**src/kprf_pkg.sv**
```systemverilog
package kprf_pkg;
   // ---------------------------------------------------------------
   // Port register selection codes
   // ---------------------------------------------------------------
   localparam logic [2:0] SEL_KEY_SCAN = 3'h0;
   localparam logic [2:0] SEL_KEY_INPUT = 3'h1;
   localparam logic [2:0] SEL_CARRIER_CTRL = 3'h3;
   localparam logic [2:0] SEL_PIN_MODE = 3'h4;

   // ---------------------------------------------------------------
   // Reset values and writable masks
   // ---------------------------------------------------------------
   localparam logic [7:0] KEY_SCAN_RST = 8'hFF;
   localparam logic [7:0] CARRIER_CTRL_RST = 8'h03;
   localparam logic [7:0] PIN_MODE_RST = 8'h26;
   localparam logic [7:0] CARRIER_CTRL_MASK = 8'h3F;
   localparam logic [7:0] PIN_MODE_MASK = 8'h37;
   localparam logic [1:0] INPUT_CONST_ONES = 2'h3;

   // ---------------------------------------------------------------
   // Field positions of the pin mode control register
   // ---------------------------------------------------------------
   localparam int SENSE0_MODE_BIT = 0;
   localparam int KEY_SCAN_DIR_BIT = 1;
   localparam int SENSE1_MODE_BIT = 2;
   localparam int SENSE_PD_BIT = 4;
   localparam int KEY_IN_PD_BIT = 5;

   // ---------------------------------------------------------------
   // Status test operand decode
   // ---------------------------------------------------------------
   localparam logic [2:0] COND_KEY_A = 3'h0;
   localparam logic [2:0] COND_KEY_B = 3'h3;
   localparam logic [2:0] COND_KEY_C = 3'h6;
   localparam logic [2:0] COND_TIMER_ZERO = 3'h5;
   localparam int COND_SENSE_BIT = 3;

   localparam int ACC_MSB = 3;
   localparam logic [3:0] ACC_ALL_ONES = 4'hF;

   // Instructions that touch the carry flag
   typedef enum logic [3:0] {
      ALU_NONE, ALU_AND, ALU_XOR, ALU_OR, ALU_RL, ALU_RLZ,
      ALU_INC, ALU_SET_CARRY_ADD_INSTRUCTION, ALU_MOV, ALU_IN
   } kprf_alu_op_t;
endpackage : kprf_pkg

```
**src/kprf_alu_if.sv**
```systemverilog
`timescale 1ns/1ps
// Carries one carry-affecting instruction from core to carry unit
interface kprf_alu_if;
   logic op_valid;
   logic [3:0] acc;
   logic [3:0] opnd;
   logic carry;
   kprf_pkg::kprf_alu_op_t op;
   modport core (output op_valid, output op, output acc, output opnd,
      input carry);
   modport unit (input op_valid, input op, input acc, input opnd,
      output carry);
endinterface : kprf_alu_if

```
**src/kprf_port_core.sv**
```systemverilog
`timescale 1ns/1ps
module kprf_port_core #(
   parameter int SCAN_WIDTH = 8,
   parameter int KEY_WIDTH = 4
) (
   input wire logic clock,
   input wire logic rstn,
   // CPU port register access
   input wire logic port_wr,
   input wire logic port_rd,
   input wire logic [2:0] port_sel,
   input wire logic [7:0] port_wdata,
   output logic [7:0] port_rdata,
   output logic port_rvalid,
   // Flag instructions
   input wire logic status_test_exec,
   input wire logic halt_exec,
   input wire logic [3:0] cond_operand,
   input wire logic standby_exit,
   input wire logic timer_zero,
   output logic cond_flag,
   output logic standby_enter,
   // Carry instructions
   input wire logic alu_valid,
   input wire kprf_pkg::kprf_alu_op_t alu_op,
   input wire logic [3:0] alu_acc,
   input wire logic [3:0] alu_opnd,
   output logic carry_flag,
   // Control register 0 fields for timer and carrier logic
   output logic [7:0] carrier_ctrl,
   // Key scan pins
   input wire logic [SCAN_WIDTH-1:0] key_scan_in,
   output logic [SCAN_WIDTH-1:0] key_scan_out,
   output logic [SCAN_WIDTH-1:0] key_scan_oe,
   output logic key_scan_pd_en,
   // Key input pins
   input wire logic [KEY_WIDTH-1:0] key_input_pins,
   output logic key_input_pd_en,
   // Sense pins
   input wire logic first_sense_pin,
   output logic first_sense_pd_en,
   output logic first_sense_in_en,
   input wire logic sense_ind_in,
   input wire logic indicator_level_n,
   output logic sense_ind_out,
   output logic sense_ind_oe,
   output logic sense_ind_pd_en
);
   // ---------------------------------------------------------------
   // State
   // ---------------------------------------------------------------
   localparam int PIN_W = SCAN_WIDTH + KEY_WIDTH + 2;

   typedef struct packed {
      logic [SCAN_WIDTH-1:0] scan_latch;
      logic [7:0] ctrl0;
      logic [7:0] ctrl1;
      logic cond_flag;
      logic standby_enter;
      logic [7:0] rdata;
      logic rvalid;
      logic [SCAN_WIDTH-1:0] scan_out;
      logic [SCAN_WIDTH-1:0] scan_oe;
      logic scan_pd;
      logic key_pd;
      logic s0_pd;
      logic s0_in_en;
      logic s1_out;
      logic s1_oe;
      logic s1_pd;
   } kprf_core_t;

   kprf_core_t st_r;
   kprf_core_t st_nxt;

   logic [PIN_W-1:0] pin_level;
   logic [SCAN_WIDTH-1:0] scan_lvl;
   logic [KEY_WIDTH-1:0] key_lvl;
   logic s0_lvl;
   logic s1_lvl;
   logic s0_read;
   logic cond_now;

   kprf_alu_if alu_bus ();

   // ---------------------------------------------------------------
   // Pin synchronisers and carry unit
   // ---------------------------------------------------------------
   kprf_pin_sync #(
      .WIDTH(PIN_W)
   ) u_sync (
      .clock(clock),
      .rstn(rstn),
      .pin_in({key_scan_in, key_input_pins, first_sense_pin, sense_ind_in}),
      .level(pin_level)
   );

   assign scan_lvl = pin_level[PIN_W-1 -: SCAN_WIDTH];
   assign key_lvl = pin_level[KEY_WIDTH+1 -: KEY_WIDTH];
   assign s0_lvl = pin_level[1];
   assign s1_lvl = pin_level[0];

   // Instruction fields go straight through; the unit holds the flag
   assign alu_bus.op_valid = alu_valid;
   assign alu_bus.op = alu_op;
   assign alu_bus.acc = alu_acc;
   assign alu_bus.opnd = alu_opnd;

   kprf_carry_unit u_carry (
      .clock(clock),
      .rstn(rstn),
      .alu(alu_bus.unit)
   );

   // ---------------------------------------------------------------
   // Helpers
   // ---------------------------------------------------------------
   // Condition selected by a status test or halt operand
   function automatic logic cond_eval(
      input logic [3:0] opnd,
      input logic key_any,
      input logic tzero,
      input logic sense_any
   );
      logic hit;
      hit = 1'b0;
      case (opnd[2:0])
         kprf_pkg::COND_KEY_A,
         kprf_pkg::COND_KEY_B,
         kprf_pkg::COND_KEY_C: begin
            hit = key_any;
         end
         kprf_pkg::COND_TIMER_ZERO: begin
            hit = tzero;
         end
         default: begin
            hit = 1'b0;
         end
      endcase
      if (opnd[kprf_pkg::COND_SENSE_BIT]) begin
         hit = hit | sense_any;
      end
      return hit;
   endfunction : cond_eval

   // Sense0 is disconnected in off mode and reads as one
   assign s0_read = st_r.ctrl1[kprf_pkg::SENSE0_MODE_BIT] ? s0_lvl :
      1'b1;

   // An off sense0 has its input buffer cut, so it cannot match
   assign cond_now = cond_eval(cond_operand, |key_lvl, timer_zero,
      (s0_lvl & st_r.ctrl1[kprf_pkg::SENSE0_MODE_BIT]) | s1_lvl);

   // Read data for a given selection code
   function automatic logic [7:0] port_read(
      input logic [2:0] sel,
      input kprf_core_t s,
      input logic [SCAN_WIDTH-1:0] scan_pins,
      input logic [KEY_WIDTH-1:0] keys,
      input logic s1,
      input logic s0
   );
      logic [7:0] val;
      val = 8'h00;
      case (sel)
         kprf_pkg::SEL_KEY_SCAN: begin
            val = s.ctrl1[kprf_pkg::KEY_SCAN_DIR_BIT] ?
               8'(s.scan_latch) : 8'(scan_pins);
         end
         kprf_pkg::SEL_KEY_INPUT: begin
            val = {keys, s1, s0, kprf_pkg::INPUT_CONST_ONES};
         end
         kprf_pkg::SEL_CARRIER_CTRL: begin
            val = s.ctrl0;
         end
         kprf_pkg::SEL_PIN_MODE: begin
            val = s.ctrl1;
         end
         default: begin
            val = 8'h00;
         end
      endcase
      return val;
   endfunction : port_read

   // ---------------------------------------------------------------
   // Next state
   // ---------------------------------------------------------------
   always_comb begin
      st_nxt = st_r;
      st_nxt.standby_enter = 1'b0;
      st_nxt.rvalid = 1'b0;

      // Register reads answer one cycle later from a flop
      if (port_rd) begin
         st_nxt.rdata = port_read(port_sel, st_r, scan_lvl, key_lvl,
            s1_lvl, s0_read);
         st_nxt.rvalid = 1'b1;
      end

      // Register writes; input port selection falls to default
      if (port_wr) begin
         case (port_sel)
            kprf_pkg::SEL_KEY_SCAN: begin
               st_nxt.scan_latch = port_wdata[SCAN_WIDTH-1:0];
            end
            kprf_pkg::SEL_CARRIER_CTRL: begin
               st_nxt.ctrl0 = port_wdata & kprf_pkg::CARRIER_CTRL_MASK;
            end
            kprf_pkg::SEL_PIN_MODE: begin
               st_nxt.ctrl1 = port_wdata & kprf_pkg::PIN_MODE_MASK;
            end
            default: begin
               st_nxt.scan_latch = st_r.scan_latch;
            end
         endcase
      end

      // Status test: flag follows the selected condition
      if (status_test_exec) begin
         st_nxt.cond_flag = cond_now;
      end

      // Halt: release now, clear a set flag, or really go to standby
      if (halt_exec) begin
         if (cond_now) begin
            st_nxt.cond_flag = 1'b1;
         end else if (st_r.cond_flag) begin
            st_nxt.cond_flag = 1'b0;
         end else begin
            st_nxt.standby_enter = 1'b1;
         end
      end

      // Wake-up sets the flag over a status test or halt in the same cycle; a halt can still raise standby_enter
      if (standby_exit) begin
         st_nxt.cond_flag = 1'b1;
      end

      // Pin drivers follow the registers as they now stand; sense1 output level follows indicator_level_n
      st_nxt.scan_out = st_nxt.scan_latch;
      st_nxt.scan_oe = {SCAN_WIDTH{
         st_nxt.ctrl1[kprf_pkg::KEY_SCAN_DIR_BIT]}};
      st_nxt.scan_pd =
         ~st_nxt.ctrl1[kprf_pkg::KEY_SCAN_DIR_BIT];
      st_nxt.key_pd = st_nxt.ctrl1[kprf_pkg::KEY_IN_PD_BIT];
      st_nxt.s0_in_en = st_nxt.ctrl1[kprf_pkg::SENSE0_MODE_BIT];
      st_nxt.s0_pd = st_nxt.ctrl1[kprf_pkg::SENSE_PD_BIT] &
         st_nxt.ctrl1[kprf_pkg::SENSE0_MODE_BIT];
      st_nxt.s1_oe = st_nxt.ctrl1[kprf_pkg::SENSE1_MODE_BIT];
      st_nxt.s1_out = indicator_level_n;
      st_nxt.s1_pd = st_nxt.ctrl1[kprf_pkg::SENSE_PD_BIT] &
         ~st_nxt.ctrl1[kprf_pkg::SENSE1_MODE_BIT];
   end

   // ---------------------------------------------------------------
   // State register
   // ---------------------------------------------------------------
   // Pin drivers reset to what the reset register values imply
   always_ff @(posedge clock or negedge rstn) begin
      if (!rstn) begin
         st_r <= '0;
         st_r.scan_latch <=
            kprf_pkg::KEY_SCAN_RST[SCAN_WIDTH-1:0];
         st_r.ctrl0 <= kprf_pkg::CARRIER_CTRL_RST;
         st_r.ctrl1 <= kprf_pkg::PIN_MODE_RST;
         st_r.scan_out <= {SCAN_WIDTH{1'b1}};
         st_r.scan_oe <= {SCAN_WIDTH{1'b1}};
         st_r.key_pd <= 1'b1;
         st_r.s1_out <= 1'b1;
         st_r.s1_oe <= 1'b1;
      end else begin
         st_r <= st_nxt;
      end
   end

   // ---------------------------------------------------------------
   // Outputs
   // ---------------------------------------------------------------
   assign port_rdata = st_r.rdata;
   assign port_rvalid = st_r.rvalid;
   assign cond_flag = st_r.cond_flag;
   assign standby_enter = st_r.standby_enter;
   assign carry_flag = alu_bus.carry;
   assign carrier_ctrl = st_r.ctrl0;
   assign key_scan_out = st_r.scan_out;
   assign key_scan_oe = st_r.scan_oe;
   assign key_scan_pd_en = st_r.scan_pd;
   assign key_input_pd_en = st_r.key_pd;
   assign first_sense_pd_en = st_r.s0_pd;
   assign first_sense_in_en = st_r.s0_in_en;
   assign sense_ind_out = st_r.s1_out;
   assign sense_ind_oe = st_r.s1_oe;
   assign sense_ind_pd_en = st_r.s1_pd;
endmodule : kprf_port_core

```
**src/kprf_pin_sync.sv**
```systemverilog
`timescale 1ns/1ps
// Three-stage pin synchroniser; the value moves only when the
// second and third stages agree, which also rejects one-cycle glitches
module kprf_pin_sync #(
   parameter int WIDTH = 14
) (
   input wire logic clock,
   input wire logic rstn,
   input wire logic [WIDTH-1:0] pin_in,
   output logic [WIDTH-1:0] level
);
   typedef struct packed {
      logic [WIDTH-1:0] s1;
      logic [WIDTH-1:0] s2;
      logic [WIDTH-1:0] s3;
      logic [WIDTH-1:0] lvl;
   } kprf_sync_t;

   kprf_sync_t st_r;
   kprf_sync_t st_nxt;

   // Shift, then accept bits whose last two stages agree
   always_comb begin
      st_nxt = st_r;
      st_nxt.s1 = pin_in;
      st_nxt.s2 = st_r.s1;
      st_nxt.s3 = st_r.s2;
      for (int i = 0; i < WIDTH; i++) begin
         if (st_r.s2[i] == st_r.s3[i]) begin
            st_nxt.lvl[i] = st_r.s3[i];
         end
      end
   end

   always_ff @(posedge clock or negedge rstn) begin
      if (!rstn) begin
         st_r <= '0;
      end else begin
         st_r <= st_nxt;
      end
   end

   assign level = st_r.lvl;
endmodule : kprf_pin_sync

```
**src/kprf_carry_unit.sv**
```systemverilog
`timescale 1ns/1ps
// Carry flag; instructions not in the list leave it alone
module kprf_carry_unit (
   input wire logic clock,
   input wire logic rstn,
   kprf_alu_if.unit alu
);
   typedef struct packed {
      logic carry;
   } kprf_carry_t;

   kprf_carry_t st_r;
   kprf_carry_t st_nxt;

   always_comb begin
      st_nxt = st_r;
      if (alu.op_valid) begin
         case (alu.op)
            kprf_pkg::ALU_AND, kprf_pkg::ALU_XOR: begin
               st_nxt.carry = alu.acc[kprf_pkg::ACC_MSB] &
                  alu.opnd[kprf_pkg::ACC_MSB];
            end
            kprf_pkg::ALU_RL, kprf_pkg::ALU_RLZ: begin
               st_nxt.carry = alu.acc[kprf_pkg::ACC_MSB];
            end
            kprf_pkg::ALU_INC, kprf_pkg::ALU_SET_CARRY_ADD_INSTRUCTION: begin
               st_nxt.carry =
                  (alu.acc == kprf_pkg::ACC_ALL_ONES);
            end
            kprf_pkg::ALU_OR, kprf_pkg::ALU_MOV, kprf_pkg::ALU_IN: begin
               st_nxt.carry = 1'b0;
            end
            default: begin
               st_nxt.carry = st_r.carry;
            end
         endcase
      end
   end

   // Carry is undefined after reset on the real part; zero is safer
   always_ff @(posedge clock or negedge rstn) begin
      if (!rstn) begin
         st_r <= '0;
      end else begin
         st_r <= st_nxt;
      end
   end

   assign alu.carry = st_r.carry;
endmodule : kprf_carry_unit

```
**config.mk**
```make
export PLATFORM = sky130hd
export DESIGN_NAME = kprf_port_core
export DESIGN_NICKNAME = d
export VERILOG_FILES = /design/src/kprf_pkg.sv /design/src/kprf_alu_if.sv /design/src/kprf_port_core.sv /design/src/kprf_pin_sync.sv /design/src/kprf_carry_unit.sv
export SDC_FILE = /design/constraint.sdc
export NUM_CORES = 1
export LEC_CHECK = 0
export BUFFER_PORTS_ARGS = -buffer_cell sky130_fd_sc_hd__buf_2
export CAP_MARGIN = 20
export CORE_MARGIN = 2
export CORE_UTILIZATION = 35
export CTS_CLUSTER_DIAMETER = 30
export DETAILED_ROUTE_END_ITERATION = 10
export MAX_ROUTING_LAYER = met4
export SLEW_MARGIN = 20
export SYNTH_ARGS = -nofsm -noshare
export SYNTH_HDL_FRONTEND = slang
export SYNTH_SLANG_ARGS = --single-unit
export TNS_END_PERCENT = 5
```
**constraint.sdc**
```tcl
create_clock -name clock -period 1.9 [get_ports clock]
set_input_delay 0.19 -clock clock [delete_from_list [all_inputs] [get_ports clock]]
set_output_delay 0.19 -clock clock [all_outputs]
set_load 0.01 [all_outputs]
```
# After elaboration in Yosys (flattened, before gate mapping)
# Index checks and enable logic that the tools add are counted.
# word_totals
register_bits,95
latch_bits,0
ram_bits,0
rom_bits,0
input_bits,51
out_inout_bits,43
wordCells,99
mem_count,0
# classes
n_addsub,0
mul,0
n_div,0
order_cmp,0
eq_ne,30
shift,0
n_mux,16
bitwise_logic,8
reduce_logical,12
# ops
operator,count
case mux 8 bit (4 select lines),1
== test 4 x 3 -> 1 bit (second input constant),4
== test 1 bit,14
== test 4 bit (second input constant),3
2-to-1 mux 6 bit,2
== test 3 bit (second input constant),3
2-to-1 mux 1 bit,9
== test 4 x 2 -> 1 bit (second input constant),2
2-to-1 mux 8 bit,1
== test 3 x 2 -> 1 bit (second input constant),2
logical NOT 3 bit,2
AND reduction 2 bit,3
OR reduction 2 bit,3
OR reduction 3 bit,2
bitwise AND 1 bit,4
== test 4 x 1 -> 1 bit (second input constant),1
case mux 1 bit (4 select lines),1
nonzero test 4 bit,1
OR reduction 4 bit,1
== test 3 x 1 -> 1 bit (second input constant),1
2-to-1 mux 2 bit,1
NOT 1 bit,2
OR 1 bit,2
case mux 1 bit (2 select lines),1

# Depth between registers and ports, before layout
# depth
ltp_word,10
ltp_mapped,6
mapped_depth_nobuf,4

# Hierarchy
# A second synthesis with hierarchy kept.
# unflattened
cells_unflattened,266
area_unflattened_um2,3701.0
# by_module_without_submodules
module,n_inst,cells_each,area_each_um2,seq_area_each_um2
kprf_port_core,1,171,1926.8,868.3
kprf_pin_sync,1,84,1664.1,1401.3
kprf_carry_unit,1,11,110.1,25.0

# Least setup slack after synthesis
# No wires, ideal clock.
# synth_timing
path_kind,register to register
from,register st_r[35] in the netlist's numbering
to,"register st_r, in the netlist port_rdata[2]"
setup_ns,0.118
arrival_time_ns,1.383
t_required_ns,1.782
path_slack_ns,0.399
path_stages_with_launch,6
path_buffers,1
period_less_slack_ns,1.501
cell_sequence,dfstp_2 buf_6 mux2_4 mux2i_1 o21ai_0 a21o_1
# synth_between
elab_chain_len,2
# synth_rtl
element,line_no,text
"start, declared",kprf_port_core.sv:73,kprf_core_t st_r;
"start signal, assigned",kprf_port_core.sv:273,st_r <= st_nxt;
2-to-1 mux 8 bit,kprf_port_core.sv:167,val = s.ctrl1[kprf_pkg::KEY_SCAN_DIR_BIT] ?
case mux 8 bit (4 select lines),kprf_port_core.sv:165,case (sel)
# Every way passes these cells.
# A chain may end at the register's enable or synchronous reset.

==> summary.md <==
| Metric | Value |
|---|---|
| Layout area overhead | 20.41% |
| Vias per inst | 4.400 |
| CTS sink count | 91 |
| Post-synth top flop | dfrtp_1 |
| Most common cell in the netlist | dfrtp_1 |
| PwrDens | 1040 nW/um^2 |
| Flop pwr share | 51.7% |
| Maximum VDD drop | 0.0004160 V |
| Final core utilization | 42.76% |
| Switch Pwr | 1.209 mW |
| Cells along the critical path | buf_4, buf_2 |
| Antenna violations before repair | 0 |
| CP max stage cell | dfstp_2 |
| Core Region | 10180 sq um |
| Clock-pin slew on the worst setup and hold paths | 0.10 ns |
| Initial core utilization | 35.52% |
| Leakage | 2.012 nW |
| First-pass GRT wire length | 11370 um |
| Yosys reg bits | 91 |
| # diodes | 0 |
| Switching Share | 26.67% |
| Final WL | 6972 um |
| Post-route minimum period | 1.584 ns |
| PostCTS Resize Cnt | 0 |
| WL/cell | 14.46 um |
| Die area | 11160 sq um |
| Number of remaining DRC errors | 0 |
| Die Span X | 105.7 um |
| Period utilisation layout | 83.39% |
| Fin. Hold Viols | 0 |
| Share of cells above drive strength 1 | 43.06% |
| DRT Pass-1 Iters | 4 |
| FP Rows | 37 |
| Outcome | finished, final reports clean |
| Violation count after the first detailed-route iteration | 96 |
| Hold crit path type | in -> reg |
| Fin Setup TNS | 0 ns |
| CP startpoint kind | flip-flop |
| Clk_lat worst skew | 0.36 ns |
| Grt total ovfl | 0 |
| Max incr delay on CP | 0.68 ns |
| Deepest clock path buffer count | 2 |
| Req. time, crit path | 1.71 ns |
| FILL cells | 1001 |
| Clock power share | 31.9% |
| Synth top cells by count | dfrtp_1, buf_4, dfstp_2, maj3_1, nand2_1 |
| Port Buffer Count | 88 |
| Clock root cell | clkbuf_8 |
| Gpl congestion | 0.7844 |
| Crit. End Element | output port |
| Unrepaired setup endpoints after global routing | no |
| Max Fclk | 631.1 MHz |
| H-tree lvl count | 3 |
| Asr flop ratio synth | 100.0% |
| Post-Syn Area | 3617 sq um |
| Power Internal | 3.323 mW |
| Post-synthesis sequential area ratio | 63.44% |
| Antenna viol nets, final | 0 |
| IO Pins | 94 |
| Synthesized area per cell | 13.91 sq um |
| Total of warnings raised by yosys | 0 |
| Worst-case clock skew | 0.007986 ns |
| CP max FO | 11 |
| Vias in the first global route | 2166 |
| Largest net degree at the start of global routing | 41 |
| Fin. max-slew vios | 0 |
| Largest area contributor in the netlist | dfrtp_1 |
| Via count | 2121 |
| Number of flops mapped to enable cells by yosys | 0 |
| All-Layer GR Usage | 13.78% |
| CTS tree | yes |
| Die Y | 105.7 um |
| Comb pwr share | 16.3% |
| Critical path class | reg -> out |
| Max Cap Viol | 0 |
| Synth top area share | 53.27% |
| Yosys cell types | 48 |
| Syn Inst Count | 260 |
| Final HPWL DP | 5035 um |
| # setup viols final | 0 |
| Dominant cells by area after synthesis | dfrtp_1, dfstp_2, buf_4 |
| Critical path data arrival time | 1.39 ns |
| Final nets | 392 |
| CTS buffer count | 9 |
==> kinds of logic after synthesis <==
group                      share of synthesized area [%]
buffers and inverters                              9.235
and+or+nand+nor                                    7.091
DFF                                                63.44
xor gates and xnor gates                          0.2422
muxes                                              8.959
AOI/OAI and AO/OA                                  7.056
adders and majority gates                          3.874
other                                             0.1037
==> metal layers <==
metal / vias to the layer above / GRT usage [%] / wire length (um)
met5: - / - / 0
met4: 0 / 6.485 / 155
met3: 11 / 4.082 / 476
met2: 68 / 20.78 / 3265
met1: 1019 / 17.08 / 3074
li1: 1023 / - / -
==> through the flow <==
step	power (mW)	cell area, sq um	setup WS [ns]	hold WS [ns]	instances
2_1_floorplan	2.920	3621	0.3986	-0.1056	261
3_3_place_gp	3.093	3973	0.3823	0.1679	450
3_5_place_dp	3.116	3973	0.3414	0.1767	450
4_1_cts	4.600	4355	0.2808	0.02354	482
5_1_grt	4.767	4355	0.2386	0.03105	482
6_report	4.532	4355	0.3155	0.03965	482
==> worst max-delay path: cells and delay by family, from the launching register on <==
kind | cells | cell delay (ns)
buf+inv | 2 | 0.35
flops | 1 | 0.68
==> area by class of cell <==
cell class | instances | area, sq um | share of cell area [%]
sequential | 91 | 2295 | 52.69
multi-input combinational | 123 | 992.2 | 22.78
timing repair buffer | 108 | 645.6 | 14.82
tap | 136 | 170.2 | 3.907
clock buffer | 10 | 127.6 | 2.930
clock inverter | 6 | 95.09 | 2.183
inverter | 8 | 30.03 | 0.6895
==> layout by cell type (no fill, tap or decap), types with 2 or more instances in the layout <==
cell type | synthesis | final
buf_2 | 0 | 87
dfrtp_1 | 77 | 77
dlygate4sd3_1 | 0 | 16
maj3_1 | 14 | 14
dfstp_2 | 14 | 14
nand2_1 | 11 | 11
mux2_4 | 10 | 10
nor2_1 | 9 | 9
clkbuf_8 | 0 | 9
inv_1 | 8 | 8
o21ai_0 | 8 | 8
mux2i_1 | 7 | 7
mux2_2 | 7 | 7
a21oi_1 | 6 | 6
nand2b_1 | 4 | 4
o22ai_1 | 4 | 4
buf_4 | 34 | 4
a21o_1 | 3 | 3
nand3_1 | 3 | 3
inv_6 | 0 | 3
nor2_4 | 2 | 2
nand4_1 | 2 | 2
nor2b_1 | 2 | 2
a22oi_1 | 2 | 2
a211oi_1 | 2 | 2
a31oi_1 | 2 | 2
conb_1 | 1 | 2
bufinv_16 | 0 | 2
==> flip-flops by register name, summed over array words and instances, names as in the netlist, 5 cells and up <==
register       flops
carrier_ctrl       6
u_sync.st_nxt     28
key_scan_out       8
u_sync.st_r       14
u_sync.level      14
port_rdata         8
st_r               5
==> timing repair <==
item | in CTS | in global routing
hold buffers | 16 | 0
setup buffers | 0 | 0
endpoints found under the hold margin | 43 | 0
==> path summary, 6_finish.rpt <==
kind                                              from  cells after the start                     endpoint  slack [ns]
min in group asynchronous                         rstn                      2  u_sync.st_nxt[32]$_DFF_PN0_        0.31
setup / recovery                    st_r[35]$_DFF_PN1_                      2               key_scan_oe[3]        0.32
setup reg to reg                    st_r[35]$_DFF_PN1_                      4    port_rdata[2]$_DFFE_PN0P_        0.36
max in group asynchronous                         rstn                      3           st_r[35]$_DFF_PN1_        0.90
hold / removal                           port_wdata[7]                      2  key_scan_out[7]$_DFFE_PN1P_        0.04
hold reg to reg            u_sync.st_nxt[39]$_DFF_PN0_                      0  u_sync.st_nxt[25]$_DFF_PN0_        0.35
==> power by group through the flow <==
stage / logic (mW) / clock network (mW) / registers, mW
after floorplan: 0.571 / 0 / 2.35
after global placement: 0.717 / 0 / 2.38
after detailed placement: 0.731 / 0 / 2.38
after CTS: 0.757 / 1.49 / 2.35
after global routing: 0.816 / 1.58 / 2.38
final: 0.741 / 1.45 / 2.34
Note: power is estimated with default switching activity, not from simulation.
